--- config.mk ---
export PLATFORM = sky130hd
export DESIGN_NAME = dcl_regs
export DESIGN_NICKNAME = d
export VERILOG_FILES = /design/src/hw/dcl_pkg.sv /design/src/hw/dcl_latch_if.sv /design/src/hw/dcl_sync2.sv /design/src/hw/dcl_clamp.sv /design/src/hw/dcl_regs.sv
export VERILOG_INCLUDE_DIRS = /design/src /design/src/hw
export SDC_FILE = /design/constraint.sdc
export NUM_CORES = 1
export LEC_CHECK = 0
export BUFFER_PORTS_ARGS = -buffer_cell sky130_fd_sc_hd__clkbuf_2
export CORE_UTILIZATION = 43
export CTS_CLUSTER_DIAMETER = 100
export DETAILED_ROUTE_END_ITERATION = 8
export PLACE_DENSITY = 0.76
export REMOVE_ABC_BUFFERS = 1
export SYNTH_ARGS = -nofsm -noshare
export SYNTH_HDL_FRONTEND = slang
export SYNTH_SLANG_ARGS = --single-unit
export TNS_END_PERCENT = 20
--- constraint.sdc ---
create_clock -name clk -period 2.2 [get_ports clk]
set_input_delay 0.22 -clock clk [delete_from_list [all_inputs] [get_ports clk]]
set_output_delay 0.22 -clock clk [all_outputs]
set_load 0.01 [all_outputs]
--- src/hw/dcl_defines.svh ---
// register map, field positions, reset values and constants of the code ceiling bank
`ifndef DCL_DEFINES_SVH
`define DCL_DEFINES_SVH

// apb address width in bits; printed offsets are indexes, byte address is index * 4
`define DCL_AW          12
`define DCL_IDX_W       10
`define DCL_IDX_CEIL    10'h04F
`define DCL_IDX_MASK    10'h050

// reset values
`define DCL_CEIL_RST    16'h3F3F
`define DCL_MASK_RST    8'h00

// field positions in the ceiling register
`define DCL_B3_LSB      8
`define DCL_B3_MSB      13
`define DCL_B2_LSB      0
`define DCL_B2_MSB      5

// ceiling = field * 80h + 7Fh, so the low code bits are always all ones
`define DCL_CEIL_LOW    7'h7F
`define DCL_LIM_FULL    6'h3F

`endif

--- src/hw/dcl_pkg.sv ---
// types shared by the code ceiling bank modules
package dcl_pkg;

  typedef logic [5:0]  dcl_lim_t;
  typedef logic [12:0] dcl_code_t;

  // one-hot register select, latched in the apb setup cycle
  typedef enum logic [2:0] {
    SEL_NONE = 3'b001,
    SEL_CEIL = 3'b010,
    SEL_MASK = 3'b100
  } dcl_sel_e;

endpackage : dcl_pkg

--- src/hw/dcl_latch_if.sv ---
// interface between the register bank and one channel's clamping latch
`timescale 1ns/1ps
interface dcl_latch_if;
  import dcl_pkg::*;

  logic      latch;
  dcl_code_t code;
  dcl_lim_t  limit;
  dcl_code_t active;
  logic      clamped;

  modport bank  (output latch, output code, output limit, input active, input clamped);
  modport clamp (input latch, input code, input limit, output active, output clamped);
endinterface : dcl_latch_if

--- src/hw/dcl_sync2.sv ---
// two flip-flop synchroniser for pin levels
`timescale 1ns/1ps
module dcl_sync2 #(
  parameter int unsigned W = 1
) (
  input  wire logic         clk,
  input  wire logic         arst_n,
  input  wire logic [W-1:0] din,
  output logic      [W-1:0] dout
);
  logic [W-1:0] meta_ff;
  logic [W-1:0] sync_ff;

  // first stage is read only by the second
  always_ff @(posedge clk or negedge arst_n) begin
    if (!arst_n) begin
      meta_ff <= '0;
      sync_ff <= '0;
    end else begin
      meta_ff <= din;
      sync_ff <= meta_ff;
    end
  end

  assign dout = sync_ff;
endmodule : dcl_sync2

--- src/hw/dcl_clamp.sv ---
// active register latch of one channel with its code ceiling
`timescale 1ns/1ps
`include "dcl_defines.svh"
module dcl_clamp
  import dcl_pkg::*;
(
  input  wire logic  clk,
  input  wire logic  arst_n,
  dcl_latch_if.clamp lif
);
  dcl_code_t ceiling;
  dcl_code_t active_ff;
  logic      clamped_ff;

  // field n gives n*80h+7Fh: the field is the six top code bits, the rest all ones
  assign ceiling = {lif.limit, `DCL_CEIL_LOW};

  // codes above the ceiling are cut to it; field 3Fh is full scale, nothing is cut
  always_ff @(posedge clk or negedge arst_n) begin
    if (!arst_n) begin
      active_ff <= '0;
    end else if (lif.latch) begin
      active_ff <= (lif.code > ceiling) ? ceiling : lif.code;
    end
  end

  // one-cycle pulse telling that the last latch was cut
  always_ff @(posedge clk or negedge arst_n) begin
    if (!arst_n) begin
      clamped_ff <= 1'b0;
    end else begin
      clamped_ff <= lif.latch && (lif.code > ceiling);
    end
  end

  assign lif.active  = active_ff;
  assign lif.clamped = clamped_ff;
endmodule : dcl_clamp

--- src/hw/dcl_regs.sv ---
// code ceiling and drive pin 0 mask registers with apb slave and channel latches
//
// The APB slave port is this design's own decision.
`timescale 1ns/1ps
`include "dcl_defines.svh"
module dcl_regs
  import dcl_pkg::*;
(
  input  wire logic              clk,
  input  wire logic              arst_n,
  input  wire logic              psel,
  input  wire logic              penable,
  input  wire logic              pwrite,
  input  wire logic [`DCL_AW-1:0] paddr,
  input  wire logic [31:0]       pwdata,
  input  wire logic [3:0]        pstrb,
  output logic      [31:0]       prdata,
  output logic                   pready,
  output logic                   pslverr,
  input  wire logic              ch_b2_latch,
  input  wire logic [12:0]       ch_b2_code,
  output logic      [12:0]       ch_b2_active,
  output logic                   ch_b2_clamped,
  input  wire logic              ch_b3_latch,
  input  wire logic [12:0]       ch_b3_code,
  output logic      [12:0]       ch_b3_active,
  output logic                   ch_b3_clamped,
  input  wire logic              drive_control_pin_0,
  output logic      [7:0]        pin0_gate,
  output logic      [7:0]        chan_pin_on
);
  localparam logic [`DCL_AW-1:0] ADDR_CEIL = {`DCL_IDX_CEIL, 2'b00};
  localparam logic [`DCL_AW-1:0] ADDR_MASK = {`DCL_IDX_MASK, 2'b00};
  localparam logic [15:0]        CEIL_RST  = `DCL_CEIL_RST;

  dcl_lim_t  ceil_b3_ff;
  dcl_lim_t  ceil_b2_ff;
  logic [7:0] mask_ff;
  dcl_sel_e  sel_ff;
  dcl_sel_e  nxt_sel;
  logic [31:0] rdata_ff;
  logic [31:0] nxt_rdata;
  logic [7:0] chan_on_ff;
  logic       pin_s;
  logic       setup;
  logic       access;
  logic       wr_ceil;
  logic       wr_mask;

  // ---------------- apb slave ----------------
  assign setup  = psel && !penable;
  assign access = psel && penable;

  // address decode on the live bus; only whole aligned words are mapped
  always_comb begin
    if (paddr == ADDR_CEIL) begin
      nxt_sel = SEL_CEIL;
    end else if (paddr == ADDR_MASK) begin
      nxt_sel = SEL_MASK;
    end else begin
      nxt_sel = SEL_NONE;
    end
  end

  // read data is built from the register state in the setup cycle
  always_comb begin
    unique case (nxt_sel)
      SEL_CEIL: nxt_rdata = {16'h0000, 2'b00, ceil_b3_ff, 2'b00, ceil_b2_ff};
      SEL_MASK: nxt_rdata = {24'h000000, mask_ff};
      SEL_NONE: nxt_rdata = 32'h0000_0000;
    endcase
  end

  // select and read data are captured at setup so prdata comes from a flip-flop;
  // a write can only land in an access cycle, so the captured value stays current
  always_ff @(posedge clk or negedge arst_n) begin
    if (!arst_n) begin
      sel_ff   <= SEL_NONE;
      rdata_ff <= 32'h0000_0000;
    end else if (setup) begin
      sel_ff   <= nxt_sel;
      rdata_ff <= pwrite ? 32'h0000_0000 : nxt_rdata;
    end
  end

  // zero wait state: every access cycle completes
  assign pready  = access;
  assign pslverr = access && (sel_ff == SEL_NONE);
  assign prdata  = rdata_ff;

  assign wr_ceil = access && pwrite && (sel_ff == SEL_CEIL);
  assign wr_mask = access && pwrite && (sel_ff == SEL_MASK);

  // ---------------- registers ----------------
  // ceiling fields, each in its own byte lane; reserved bits are never stored
  always_ff @(posedge clk or negedge arst_n) begin
    if (!arst_n) begin
      ceil_b3_ff <= CEIL_RST[`DCL_B3_MSB:`DCL_B3_LSB];
      ceil_b2_ff <= CEIL_RST[`DCL_B2_MSB:`DCL_B2_LSB];
    end else if (wr_ceil) begin
      if (pstrb[1]) begin
        ceil_b3_ff <= pwdata[`DCL_B3_MSB:`DCL_B3_LSB];
      end
      if (pstrb[0]) begin
        ceil_b2_ff <= pwdata[`DCL_B2_MSB:`DCL_B2_LSB];
      end
    end
  end

  // pin 0 channel mask; upper three bytes are reserved and read as zero
  always_ff @(posedge clk or negedge arst_n) begin
    if (!arst_n) begin
      mask_ff <= `DCL_MASK_RST;
    end else if (wr_mask && pstrb[0]) begin
      mask_ff <= pwdata[7:0];
    end
  end

  // ---------------- drive pin gating ----------------
  // the pin is asynchronous to clk, so it is synchronised before any use
  dcl_sync2 #(
    .W (1)
  ) u_pin_sync (
    .clk    (clk),
    .arst_n (arst_n),
    .din    (drive_control_pin_0),
    .dout   (pin_s)
  );

  // a set mask bit hands the channel to the pin; a clear bit leaves it off the pin
  always_ff @(posedge clk or negedge arst_n) begin
    if (!arst_n) begin
      chan_on_ff <= 8'h00;
    end else begin
      chan_on_ff <= mask_ff & {8{pin_s}};
    end
  end

  assign pin0_gate   = mask_ff;
  assign chan_pin_on = chan_on_ff;

  // ---------------- channel latches ----------------
  dcl_latch_if lif_b2 ();
  dcl_latch_if lif_b3 ();

  assign lif_b2.latch = ch_b2_latch;
  assign lif_b2.code  = ch_b2_code;
  assign lif_b2.limit = ceil_b2_ff;
  assign lif_b3.latch = ch_b3_latch;
  assign lif_b3.code  = ch_b3_code;
  assign lif_b3.limit = ceil_b3_ff;

  dcl_clamp u_clamp_b2 (
    .clk    (clk),
    .arst_n (arst_n),
    .lif    (lif_b2)
  );

  dcl_clamp u_clamp_b3 (
    .clk    (clk),
    .arst_n (arst_n),
    .lif    (lif_b3)
  );

  assign ch_b2_active  = lif_b2.active;
  assign ch_b2_clamped = lif_b2.clamped;
  assign ch_b3_active  = lif_b3.active;
  assign ch_b3_clamped = lif_b3.clamped;
endmodule : dcl_regs

### After elaboration in Yosys (flattened, before gate mapping)

Cells that the tools add are included.

* register bits after elaboration: 93
* bits of input ports: 82
* logic and storage cells: 41

* $lt $le $gt $ge: 2
* eq/ne operators: 8
* multiplexer cells: 6
* bitwise logic cells: 1
* reduce and logical (&&, ||, !) cells: 12

Operators by type and width (count)
* $pmux W32 S3: 1
* $mux W32: 1
* $gt A13 B13 Y1: 2
* $mux W13: 2
* $eq A12 B9 Y1 const B: 2
* $logic_and A1 B1 Y1: 9
* $and A8 B8 Y8: 1
* $eq A3 B1 Y1 const B: 2
* $eq A3 B2 Y1 const B: 2
* $eq A3 B3 Y1 const B: 2
* $mux W3: 2
* $reduce_and A2 Y1: 2
* $logic_not A1 Y1: 1

### Logic depth before layout (Yosys ltp)

Gate-level depths: netlist of run 1.

* word-level depth: 6
* mapped depth: 7

### Cells and area by module

Synthesis of run 1 repeated with hierarchy kept, for this count alone.

* cells, all modules: 362
* area, all modules: 3752.3 um^2

Modules (own cells, without submodules)
* dcl_regs: times used 1, cells an instance 174, area an instance 2080.7 um^2, seq. area each 1142.3 um^2
* dcl_clamp: times used 2, cells an instance 93, area an instance 810.8 um^2, seq. area each 350.3 um^2
* dcl_sync2: times used 1, cells an instance 2, area an instance 50.0 um^2, seq. area each 50.0 um^2

### Least setup slack after synthesis of run 1

OpenSTA, ideal clock, no wires.

* path kind: reg-to-reg
* from: register ceil_b2_ff[5]
* to: register u_clamp_b2.active_ff[11], in the netlist u_clamp_b2.lif.active[11]
* data arrival time: 1.964 ns
* path slack: 0.105 ns
* cell stages (with the launch flop): 7
* path buffers: 0
* clock period less this slack: 2.095 ns
* cells stage by stage: dfstp_2 -> inv_1 -> ha_1 -> nand4_1 -> or4_1 -> o2111ai_1 -> or3b_1

* word-level cells in the longest chain between the ends: 2

RTL lines
* start: declaration: RTL line dcl_regs.sv:37 `dcl_lim_t ceil_b2_ff;`
* start signal: assignment: RTL line dcl_regs.sv:99 `` ceil_b2_ff <= CEIL_RST[`DCL_B2_MSB:`DCL_B2_LSB]; ``
* start signal: assignment: RTL line dcl_regs.sv:105 `` ceil_b2_ff <= pwdata[`DCL_B2_MSB:`DCL_B2_LSB]; ``
* $gt A13 B13 Y1: RTL line dcl_clamp.sv:23 `active_ff <= (lif.code > ceiling) ? ceiling : lif.code;`
* $mux W13: RTL line dcl_clamp.sv:23
* end signal: assignment: RTL line dcl_clamp.sv:23
* end: declaration: RTL line dcl_clamp.sv:12 `dcl_code_t active_ff;`

Every way passes these cells.
A chain may end at the register's enable or synchronous reset.

### Worst setup path after layout of run 1

* from: register ceil_b2_ff[1]
* to: register u_clamp_b2.active_ff[11], in the netlist u_clamp_b2.lif.active[11]

The elaborated chain is that of the path after synthesis.

==> results of run 1 <==
==> metrics by stage <==
stage | hold WS (ns) | TNS (ns) | utilization | std cells
floorplan | -0.07559 | -0.5868 | - | 324
global placement | 0.3282 | 0 | 0.5317 | 566
detailed placement | 0.3305 | -0.03434 | 0.5317 | 566
CTS | 0.04578 | 0 | 0.5609 | 583
global route | 0.08514 | -0.06747 | 0.5644 | 585
finish | 0.007908 | 0 | 0.5644 | 585
==> critical path: stages, from the launching register on <==
cell and delay [ns]:
dfstp_2 0.57, inv_1 0.05, ha_1 0.28, nand3_1 0.10, or4_4 0.57, o2111ai_1 0.11
or3b_1 0.37
==> flip-flops by register name (all words and copies together), names as in the netlist <==
signal and count:
ceil_b2_ff 6, ceil_b3_ff 6, chan_pin_on 8, pin0_gate 8, prdata 14, sel_ff 3, u_clamp_b2.lif.active 13, u_clamp_b2.lif.clamped 1
u_clamp_b3.lif.active 13, u_clamp_b3.lif.clamped 1, u_pin_sync.dout 1, u_pin_sync.meta_ff 1
==> worst max-delay path by stage <==
stage                                         start                                     to  slack, ns  cells after the start
after floorplan           ceil_b2_ff[5]$_DFFE_PN1P_  u_clamp_b2.lif.active[11]$_DFFE_PN0P_      -0.10                      6
after global placement    ceil_b2_ff[5]$_DFFE_PN1P_  u_clamp_b2.lif.active[11]$_DFFE_PN0P_       0.01                      6
after detailed placement  ceil_b3_ff[5]$_DFFE_PN1P_   u_clamp_b3.lif.active[0]$_DFFE_PN0P_      -0.02                      6
after CTS                 ceil_b3_ff[3]$_DFFE_PN1P_   u_clamp_b3.lif.active[9]$_DFFE_PN0P_       0.01                      7
after global routing      ceil_b2_ff[1]$_DFFE_PN1P_  u_clamp_b2.lif.active[11]$_DFFE_PN0P_      -0.06                      6
final                     ceil_b2_ff[1]$_DFFE_PN1P_  u_clamp_b2.lif.active[11]$_DFFE_PN0P_       0.03                      6
==> power by group <==
| part | internal (W) | switching, W |
|---|---|---|
| Sequential | 0.00142 | 0.0000229 |
| Combinational | 0.000123 | 0.000190 |
| Clock | 0.000649 | 0.000538 |
==> cell usage after synthesis (2+ instances only) <==
library cell / count / area, um2
nand4_1: 5 / 31.28
nor4_4: 2 / 42.54
a221o_1: 4 / 40.04
inv_1: 28 / 105.1
clkbuf_1: 12 / 45.04
nor4_1: 3 / 18.77
o2111ai_1: 10 / 87.58
a21oi_1: 7 / 35.03
and2_1: 15 / 93.84
dfstp_2: 13 / 341.6
o21ai_0: 5 / 25.02
mux2_2: 21 / 236.5
nor2_1: 21 / 78.83
a31oi_1: 15 / 93.84
dfrtp_1: 62 / 1551
buf_4: 19 / 142.6
or4_1: 3 / 22.52
nor4b_1: 2 / 17.52
nand3_1: 12 / 60.06
ha_1: 12 / 150.1
or3_1: 9 / 56.30
nand2_1: 23 / 86.33
nand2b_1: 2 / 12.51
a2bb2oi_1: 9 / 78.83
a22o_1: 8 / 70.07
nor3_1: 2 / 10.01
a221o_2: 2 / 22.52
==> area by class of cell <==
| type | count | area, um2 | area share |
|---|---|---|---|
| Tap cell | 105 | 131.4 | 0.02819 |
| Sequential cell | 75 | 1893 | 0.4062 |
| Inverter | 28 | 105.1 | 0.02255 |
| Clock inverter | 7 | 100.1 | 0.02148 |
| Clock buffer | 9 | 123.9 | 0.02658 |
| Timing Repair Buffer | 140 | 753.2 | 0.1616 |
| Multi-Input combinational cell | 221 | 1554 | 0.3334 |
==> per-layer routing <==
| metal | global-route usage | vias to the layer above |
|---|---|---|
| li1 | - | 1460 |
| met1 | 0.2619 | 1441 |
| met2 | 0.3086 | 125 |
| met3 | 0.04187 | 12 |
| met4 | 0.07692 | 0 |
| met5 | 0 | - |
==> layout by cell type, fill, tap and decap left out, drive strengths merged, types with 2 or more instances in the layout <==
| cell | instances |
|---|---|
| nand2b | 2 |
| a31oi | 15 |
| nor4 | 5 |
| nor2 | 21 |
| clkbuf | 129 |
| bufinv | 2 |
| conb | 18 |
| nand3 | 12 |
| a22o | 8 |
| a221o | 6 |
| o21ai | 7 |
| mux2 | 21 |
| or4b | 2 |
| inv | 30 |
| a21oi | 7 |
| a2bb2oi | 9 |
| ha | 12 |
| clkinv | 3 |
| dfstp | 13 |
| and2 | 15 |
| or3 | 9 |
| dfrtp | 62 |
| nor4b | 2 |
| nand4 | 5 |
| nor3 | 2 |
| nand2 | 23 |
| o2111ai | 10 |
| or4 | 3 |
| and3 | 2 |
| buf | 19 |
==> kinds of logic (layout without fill, tap and decap cells) <==
logic type | Yosys count | in the layout
adder cells (fa/ha/maj) | 12 | 12
other | 1 | 18
AND/OR/NAND/NOR | 105 | 105
buffers and inverters | 62 | 184
AO/OA/AOI/OAI | 65 | 65
multiplexers | 21 | 21
flip-flops | 75 | 75
==> timing repair <==
item                                    in CTS  in global routing
buffers inserted                             0                  2
hold buffers                                 1                  0
endpoints found under the hold margin        1                  0
gates resized for setup                      2                  4
pin swaps                                    0                  3
endpoints found under the setup margin      12                 15
==> flow_metrics.env, run 1 <==
export IMPL_antenna_cells=0
export IMPL_place_hpwl_mm=6.181
export IMPL_synth_simple_area_share=0.1600
export IMPL_slew_headroom=0.3812
export IMPL_critical_path_required_ns=2.42
export IMPL_grt_pass1_vias=2879
export IMPL_grt_max_degree=76
export IMPL_synth_xor_area_frac=0
export IMPL_gp_congestion=0.8303
export IMPL_synth_flop_cell="dfrtp_1"
export IMPL_power_w=0.002941
export IMPL_finalCriticalPeriod_ns=2.168
export IMPL_antenna_found_initial=0
export IMPL_worst_r2r_cell_count=6
export IMPL_synth_compound_area_frac=0.1335
export IMPL_clk_pin_slew_ns=0.08
export IMPL_outcome="finished, final reports clean"
export IMPL_synth_edff_count=0
export IMPL_fillers=745
export IMPL_synthArstFlopShare=1.000
export IMPL_drt_drc_violations_left=0
export IMPL_grt_pass1_wl_mm=13.43
export IMPL_finalHoldViolations=0
export IMPL_numCtsBuffers=9
export IMPL_synth_area_mm2=0.003675
export IMPL_vias=3038
export IMPL_syn_avg_cell_area_um2=10.78
export IMPL_start_util=0.4450
export IMPL_wl_met3_um=586
export IMPL_drive_gt1_frac=0.4208
export IMPL_ant_nets=0
export IMPL_top_layer_used="met4"
export IMPL_rr_endpoint="u_clamp_b2.lif.active[11]$_DFFE_PN0P_"
export IMPL_ys_ff_latch=75
export IMPL_rsz0062_at_grt="true"
export IMPL_viasPerCell=5.193
export IMPL_num_rows=33
export IMPL_start_kind="register"
export IMPL_dp_worst_setup_slack_ns=-0.01654
export IMPL_grt_overflow=0
export IMPL_cts_tree="done"
export IMPL_finalCritPeriodShare=0.9853
export IMPL_coreArea_mm2=0.008258
export IMPL_synth_top_family_by_area="simple AND/OR/NAND/NOR gates"
export IMPL_drt_wirelength_per_cell_um=14.39
export IMPL_yosysUniqueCellTypes=42
export IMPL_boundaryPins=160
export IMPL_vdd_drop_max_mv=0.3571
export IMPL_p_leak_nw=2.339
export IMPL_cp_max_fo=4
export IMPL_htree_num_levels=3
export IMPL_finalInstanceArea_mm2=0.004661
export IMPL_reg2reg_slack_ns=0.03
export IMPL_cp_end_kind="register"
export IMPL_finalMaxSlewViolations=0
export IMPL_worstSetupPathType="reg -> reg"
export IMPL_drtIter0Drc=108
export IMPL_clock_sinks=75
export IMPL_place_area_mm2=0.004390
export IMPL_routed_wirelength_mm=8.421
export IMPL_setup_ws_ns=0.03242
export IMPL_dieArea_mm2=0.008920
export IMPL_clk_latency_ns=0.34
export IMPL_regToRegStartpoint="ceil_b2_ff[1]$_DFFE_PN1P_"
export IMPL_muxShareOfSynthArea=0.06435
export IMPL_synthAdderAreaFrac=0.04086
export IMPL_max_cap_violations=0
export IMPL_max_freq_mhz=461.3
export IMPL_portBuffers=121
export IMPL_hold_path_class="in -> async"
export IMPL_syn_instance_count=341
export IMPL_fp_dieW_um=94.45
export IMPL_met1Wirelength_mm=3.898
export IMPL_critical_path_arrival_ns=2.39
export IMPL_wl_met2_mm=3.799
export IMPL_skew_ns=0.009852
export IMPL_setup_viol=0
export IMPL_fp_dieH_um=94.45
export IMPL_clock_path_buffers=2
export IMPL_root_buffer="clkbuf_8"
export IMPL_synth_warnings=0
export IMPL_nNetsFinal=569
export IMPL_power_density_mw_per_mm2=630.9
export IMPL_grt_usage=0.1957
export IMPL_firstDrtPassIters=5
export IMPL_tightest_slew_ns=0.9281
export IMPL_syn_to_final_growth_pct=26.83
export IMPL_seq_area_frac_synth=0.5152
Note: power is estimated with default switching activity, not from simulation.
==> run 2, diff against run 1 <==
--- a/config.mk
+++ b/config.mk
@@ -6,11 +6,10 @@
 export SDC_FILE = /design/constraint.sdc
 export NUM_CORES = 1
 export LEC_CHECK = 0
-export BUFFER_PORTS_ARGS = -buffer_cell sky130_fd_sc_hd__clkbuf_2
-export CORE_UTILIZATION = 43
+export CORE_UTILIZATION = 45
 export CTS_CLUSTER_DIAMETER = 100
 export DETAILED_ROUTE_END_ITERATION = 8
-export PLACE_DENSITY = 0.76
+export DONT_BUFFER_PORTS = 1
 export REMOVE_ABC_BUFFERS = 1
 export SYNTH_ARGS = -nofsm -noshare
 export SYNTH_HDL_FRONTEND = slang
==> flow_metrics.env, run 2 (same netlist as run 1, synthesis figures left out) <==
export IMPL_min_to="ceil_b2_ff[5]$_DFFE_PN1P_"
export IMPL_htree_num_levels=3
export IMPL_fp_dieW_um=92.37
export IMPL_switching_share=0.2701
export IMPL_finalMaxSlewViolations=0
export IMPL_drt_drc_violations_left=0
export IMPL_p_leak_nw=1.946
export IMPL_fin_setup_tns_ns=0
export IMPL_boundaryPins=160
export IMPL_start_util=0.4707
export IMPL_worstSetupPathType="reg -> reg"
export IMPL_clock_sinks=75
export IMPL_tightest_slew_ns=0.6369
export IMPL_critPathSlowestCell="dfstp_2"
export IMPL_cts_tree="done"
export IMPL_power_density_mw_per_mm2=640.2
export IMPL_mostFrequentLayoutCells="dfrtp_1 (62), inv_1 (27), dlygate4sd3_1 (25), nand2_1 (23)"
export IMPL_clkPwrFrac=0.400
export IMPL_routed_wirelength_mm=8.655
export IMPL_largest_reg_flops=14
export IMPL_worst_r2r_cell_count=6
export IMPL_cp_max_fo=3
export IMPL_internal_power_w=0.002059
export IMPL_grt_max_degree=76
export IMPL_top_usage_layer="met2"
export IMPL_p_comb_frac=0.080
export IMPL_outcome="finished, final reports clean"
export IMPL_antenna_found_initial=0
export IMPL_fin_cells=486
export IMPL_viasPerCell=5.586
export IMPL_antenna_cells=0
export IMPL_max_cap_violations=0
export IMPL_min_path_cells=1
export IMPL_clk_latency_ns=0.35
export IMPL_finalCriticalPeriod_ns=2.157
export IMPL_rsz0062_at_grt="true"
export IMPL_fp_dieH_um=92.37
export IMPL_regToRegStartpoint="ceil_b2_ff[1]$_DFFE_PN1P_"
export IMPL_reg2reg_slack_ns=0.04
export IMPL_grt_pass1_vias=2710
export IMPL_grt_pass1_wl_mm=13.48
export IMPL_drt_wirelength_per_cell_um=17.81
export IMPL_setup_viol=0
export IMPL_firstDrtPassIters=4
export IMPL_slew_headroom=0.5722
export IMPL_dp_cells=439
export IMPL_syn_to_final_growth_pct=19.88
export IMPL_ant_nets=0
export IMPL_place_hpwl_mm=5.640
export IMPL_clock_path_buffers=2
export IMPL_power_w=0.002820
export IMPL_cp_end_kind="register"
export IMPL_seq_power_share=0.520
export IMPL_numCtsBuffers=9
export IMPL_dieArea_mm2=0.008531
export IMPL_critical_path_arrival_ns=2.40
export IMPL_num_rows=32
export IMPL_grtUsageMet1=0.2717
export IMPL_grt_usage=0.2060
export IMPL_gp_congestion=0.7438
export IMPL_portBuffers=0
export IMPL_finalCritPeriodShare=0.9805
export IMPL_vdd_drop_max_mv=0.2840
export IMPL_cp_slowest_stage_delay_ns=0.58
export IMPL_finalInstanceArea_mm2=0.004405
export IMPL_clk_pin_slew_ns=0.10
export IMPL_nNetsFinal=473
export IMPL_skew_ns=0.01521
export IMPL_root_buffer="clkbuf_8"
export IMPL_critical_path_required_ns=2.44
export IMPL_vias=2715
export IMPL_use_met3=0.05993
export IMPL_min_from="pwdata[5]"
export IMPL_worstPathCellList="inv_1, ha_1, nand3_2, or4_4, o2111ai_1, or3b_1"
export IMPL_place_area_mm2=0.003756
export IMPL_hold_slack_ns=0.02162
export IMPL_switchingPower_w=0.0007616
export IMPL_grt_overflow=0
export IMPL_finalHoldViolations=0
export IMPL_layout_commonest_cell="dfrtp_1"
export IMPL_rr_endpoint="u_clamp_b2.lif.active[11]$_DFFE_PN0P_"
export IMPL_drive_gt1_frac=0.2344
export IMPL_coreArea_mm2=0.007807
export IMPL_max_freq_mhz=463.6
export IMPL_start_kind="register"
export IMPL_grtUsageMet2=0.3210
export IMPL_hold_path_class="in -> reg"
export IMPL_drtIter0Drc=83
==> run 2: worst max path at each step <==
| stage | slack [ns] | from | to |
|---|---|---|---|
| final | 0.04 | ceil_b2_ff[1]$_DFFE_PN1P_ | u_clamp_b2.lif.active[11]$_DFFE_PN0P_ |
| after global routing | -0.02 | ceil_b2_ff[1]$_DFFE_PN1P_ | u_clamp_b2.lif.active[11]$_DFFE_PN0P_ |
| after CTS | 0.001 | ceil_b2_ff[5]$_DFFE_PN1P_ | u_clamp_b2.lif.active[2]$_DFFE_PN0P_ |
| after detailed placement | 0.004 | ceil_b3_ff[3]$_DFFE_PN1P_ | u_clamp_b3.lif.active[0]$_DFFE_PN0P_ |
| after global placement | 0.03 | ceil_b2_ff[5]$_DFFE_PN1P_ | u_clamp_b2.lif.active[0]$_DFFE_PN0P_ |
| after floorplan | -0.10 | ceil_b2_ff[5]$_DFFE_PN1P_ | u_clamp_b2.lif.active[11]$_DFFE_PN0P_ |
==> run 2: critical path: cells and delay by family, from the launching register on <==
family,cells,cell delay (ns)
compound gates,1,0.12
flops,1,0.58
simple gates,3,0.99
buf+inv,1,0.05
fa+ha+maj,1,0.30
==> run 2: area by class of cell <==
type / count / area, um2
Fill cell: 695 / 3402
Sequential cell: 75 / 1893
Multi-Input combinational cell: 221 / 1632
Timing Repair Buffer: 44 / 441.7
Tap cell: 102 / 127.6
Clock buffer: 9 / 123.9
Inverter: 28 / 105.1
Clock inverter: 7 / 82.58
==> run 2: per-stage QoR <==
stage | worst slack (ns) | utilization
floorplan | -0.1029 | -
global placement | 0.03430 | 0.4811
detailed placement | 0.003649 | 0.4811
CTS | 0.001036 | 0.5397
global route | -0.02073 | 0.5643
finish | 0.04281 | 0.5643
==> run 2: metal layers <==
| layer | part of all wire | vias up |
|---|---|---|
| li1 | - | 1262 |
| met1 | 0.46 | 1311 |
| met2 | 0.44 | 130 |
| met3 | 0.083 | 12 |
| met4 | 0.013 | 0 |
| met5 | 0 | - |
==> run 2: power groups by stage <==
stage                     clock (W)  combinational [W]  sequential, W
after floorplan                   0           0.000110        0.00148
after global placement            0           0.000136        0.00149
after detailed placement          0           0.000142        0.00149
after CTS                   0.00116           0.000213        0.00147
after global routing        0.00122           0.000257        0.00147
final                       0.00113           0.000227        0.00147
==> run 2: repair_timing <==
action	4_1_cts	5_1_grt
cloned	0	1
hold buffers	23	3
gates resized for setup	1	15
pin swaps	0	9
buffers inserted	0	4
endpoints found under the hold margin	100	3
endpoints found under the setup margin	1	19
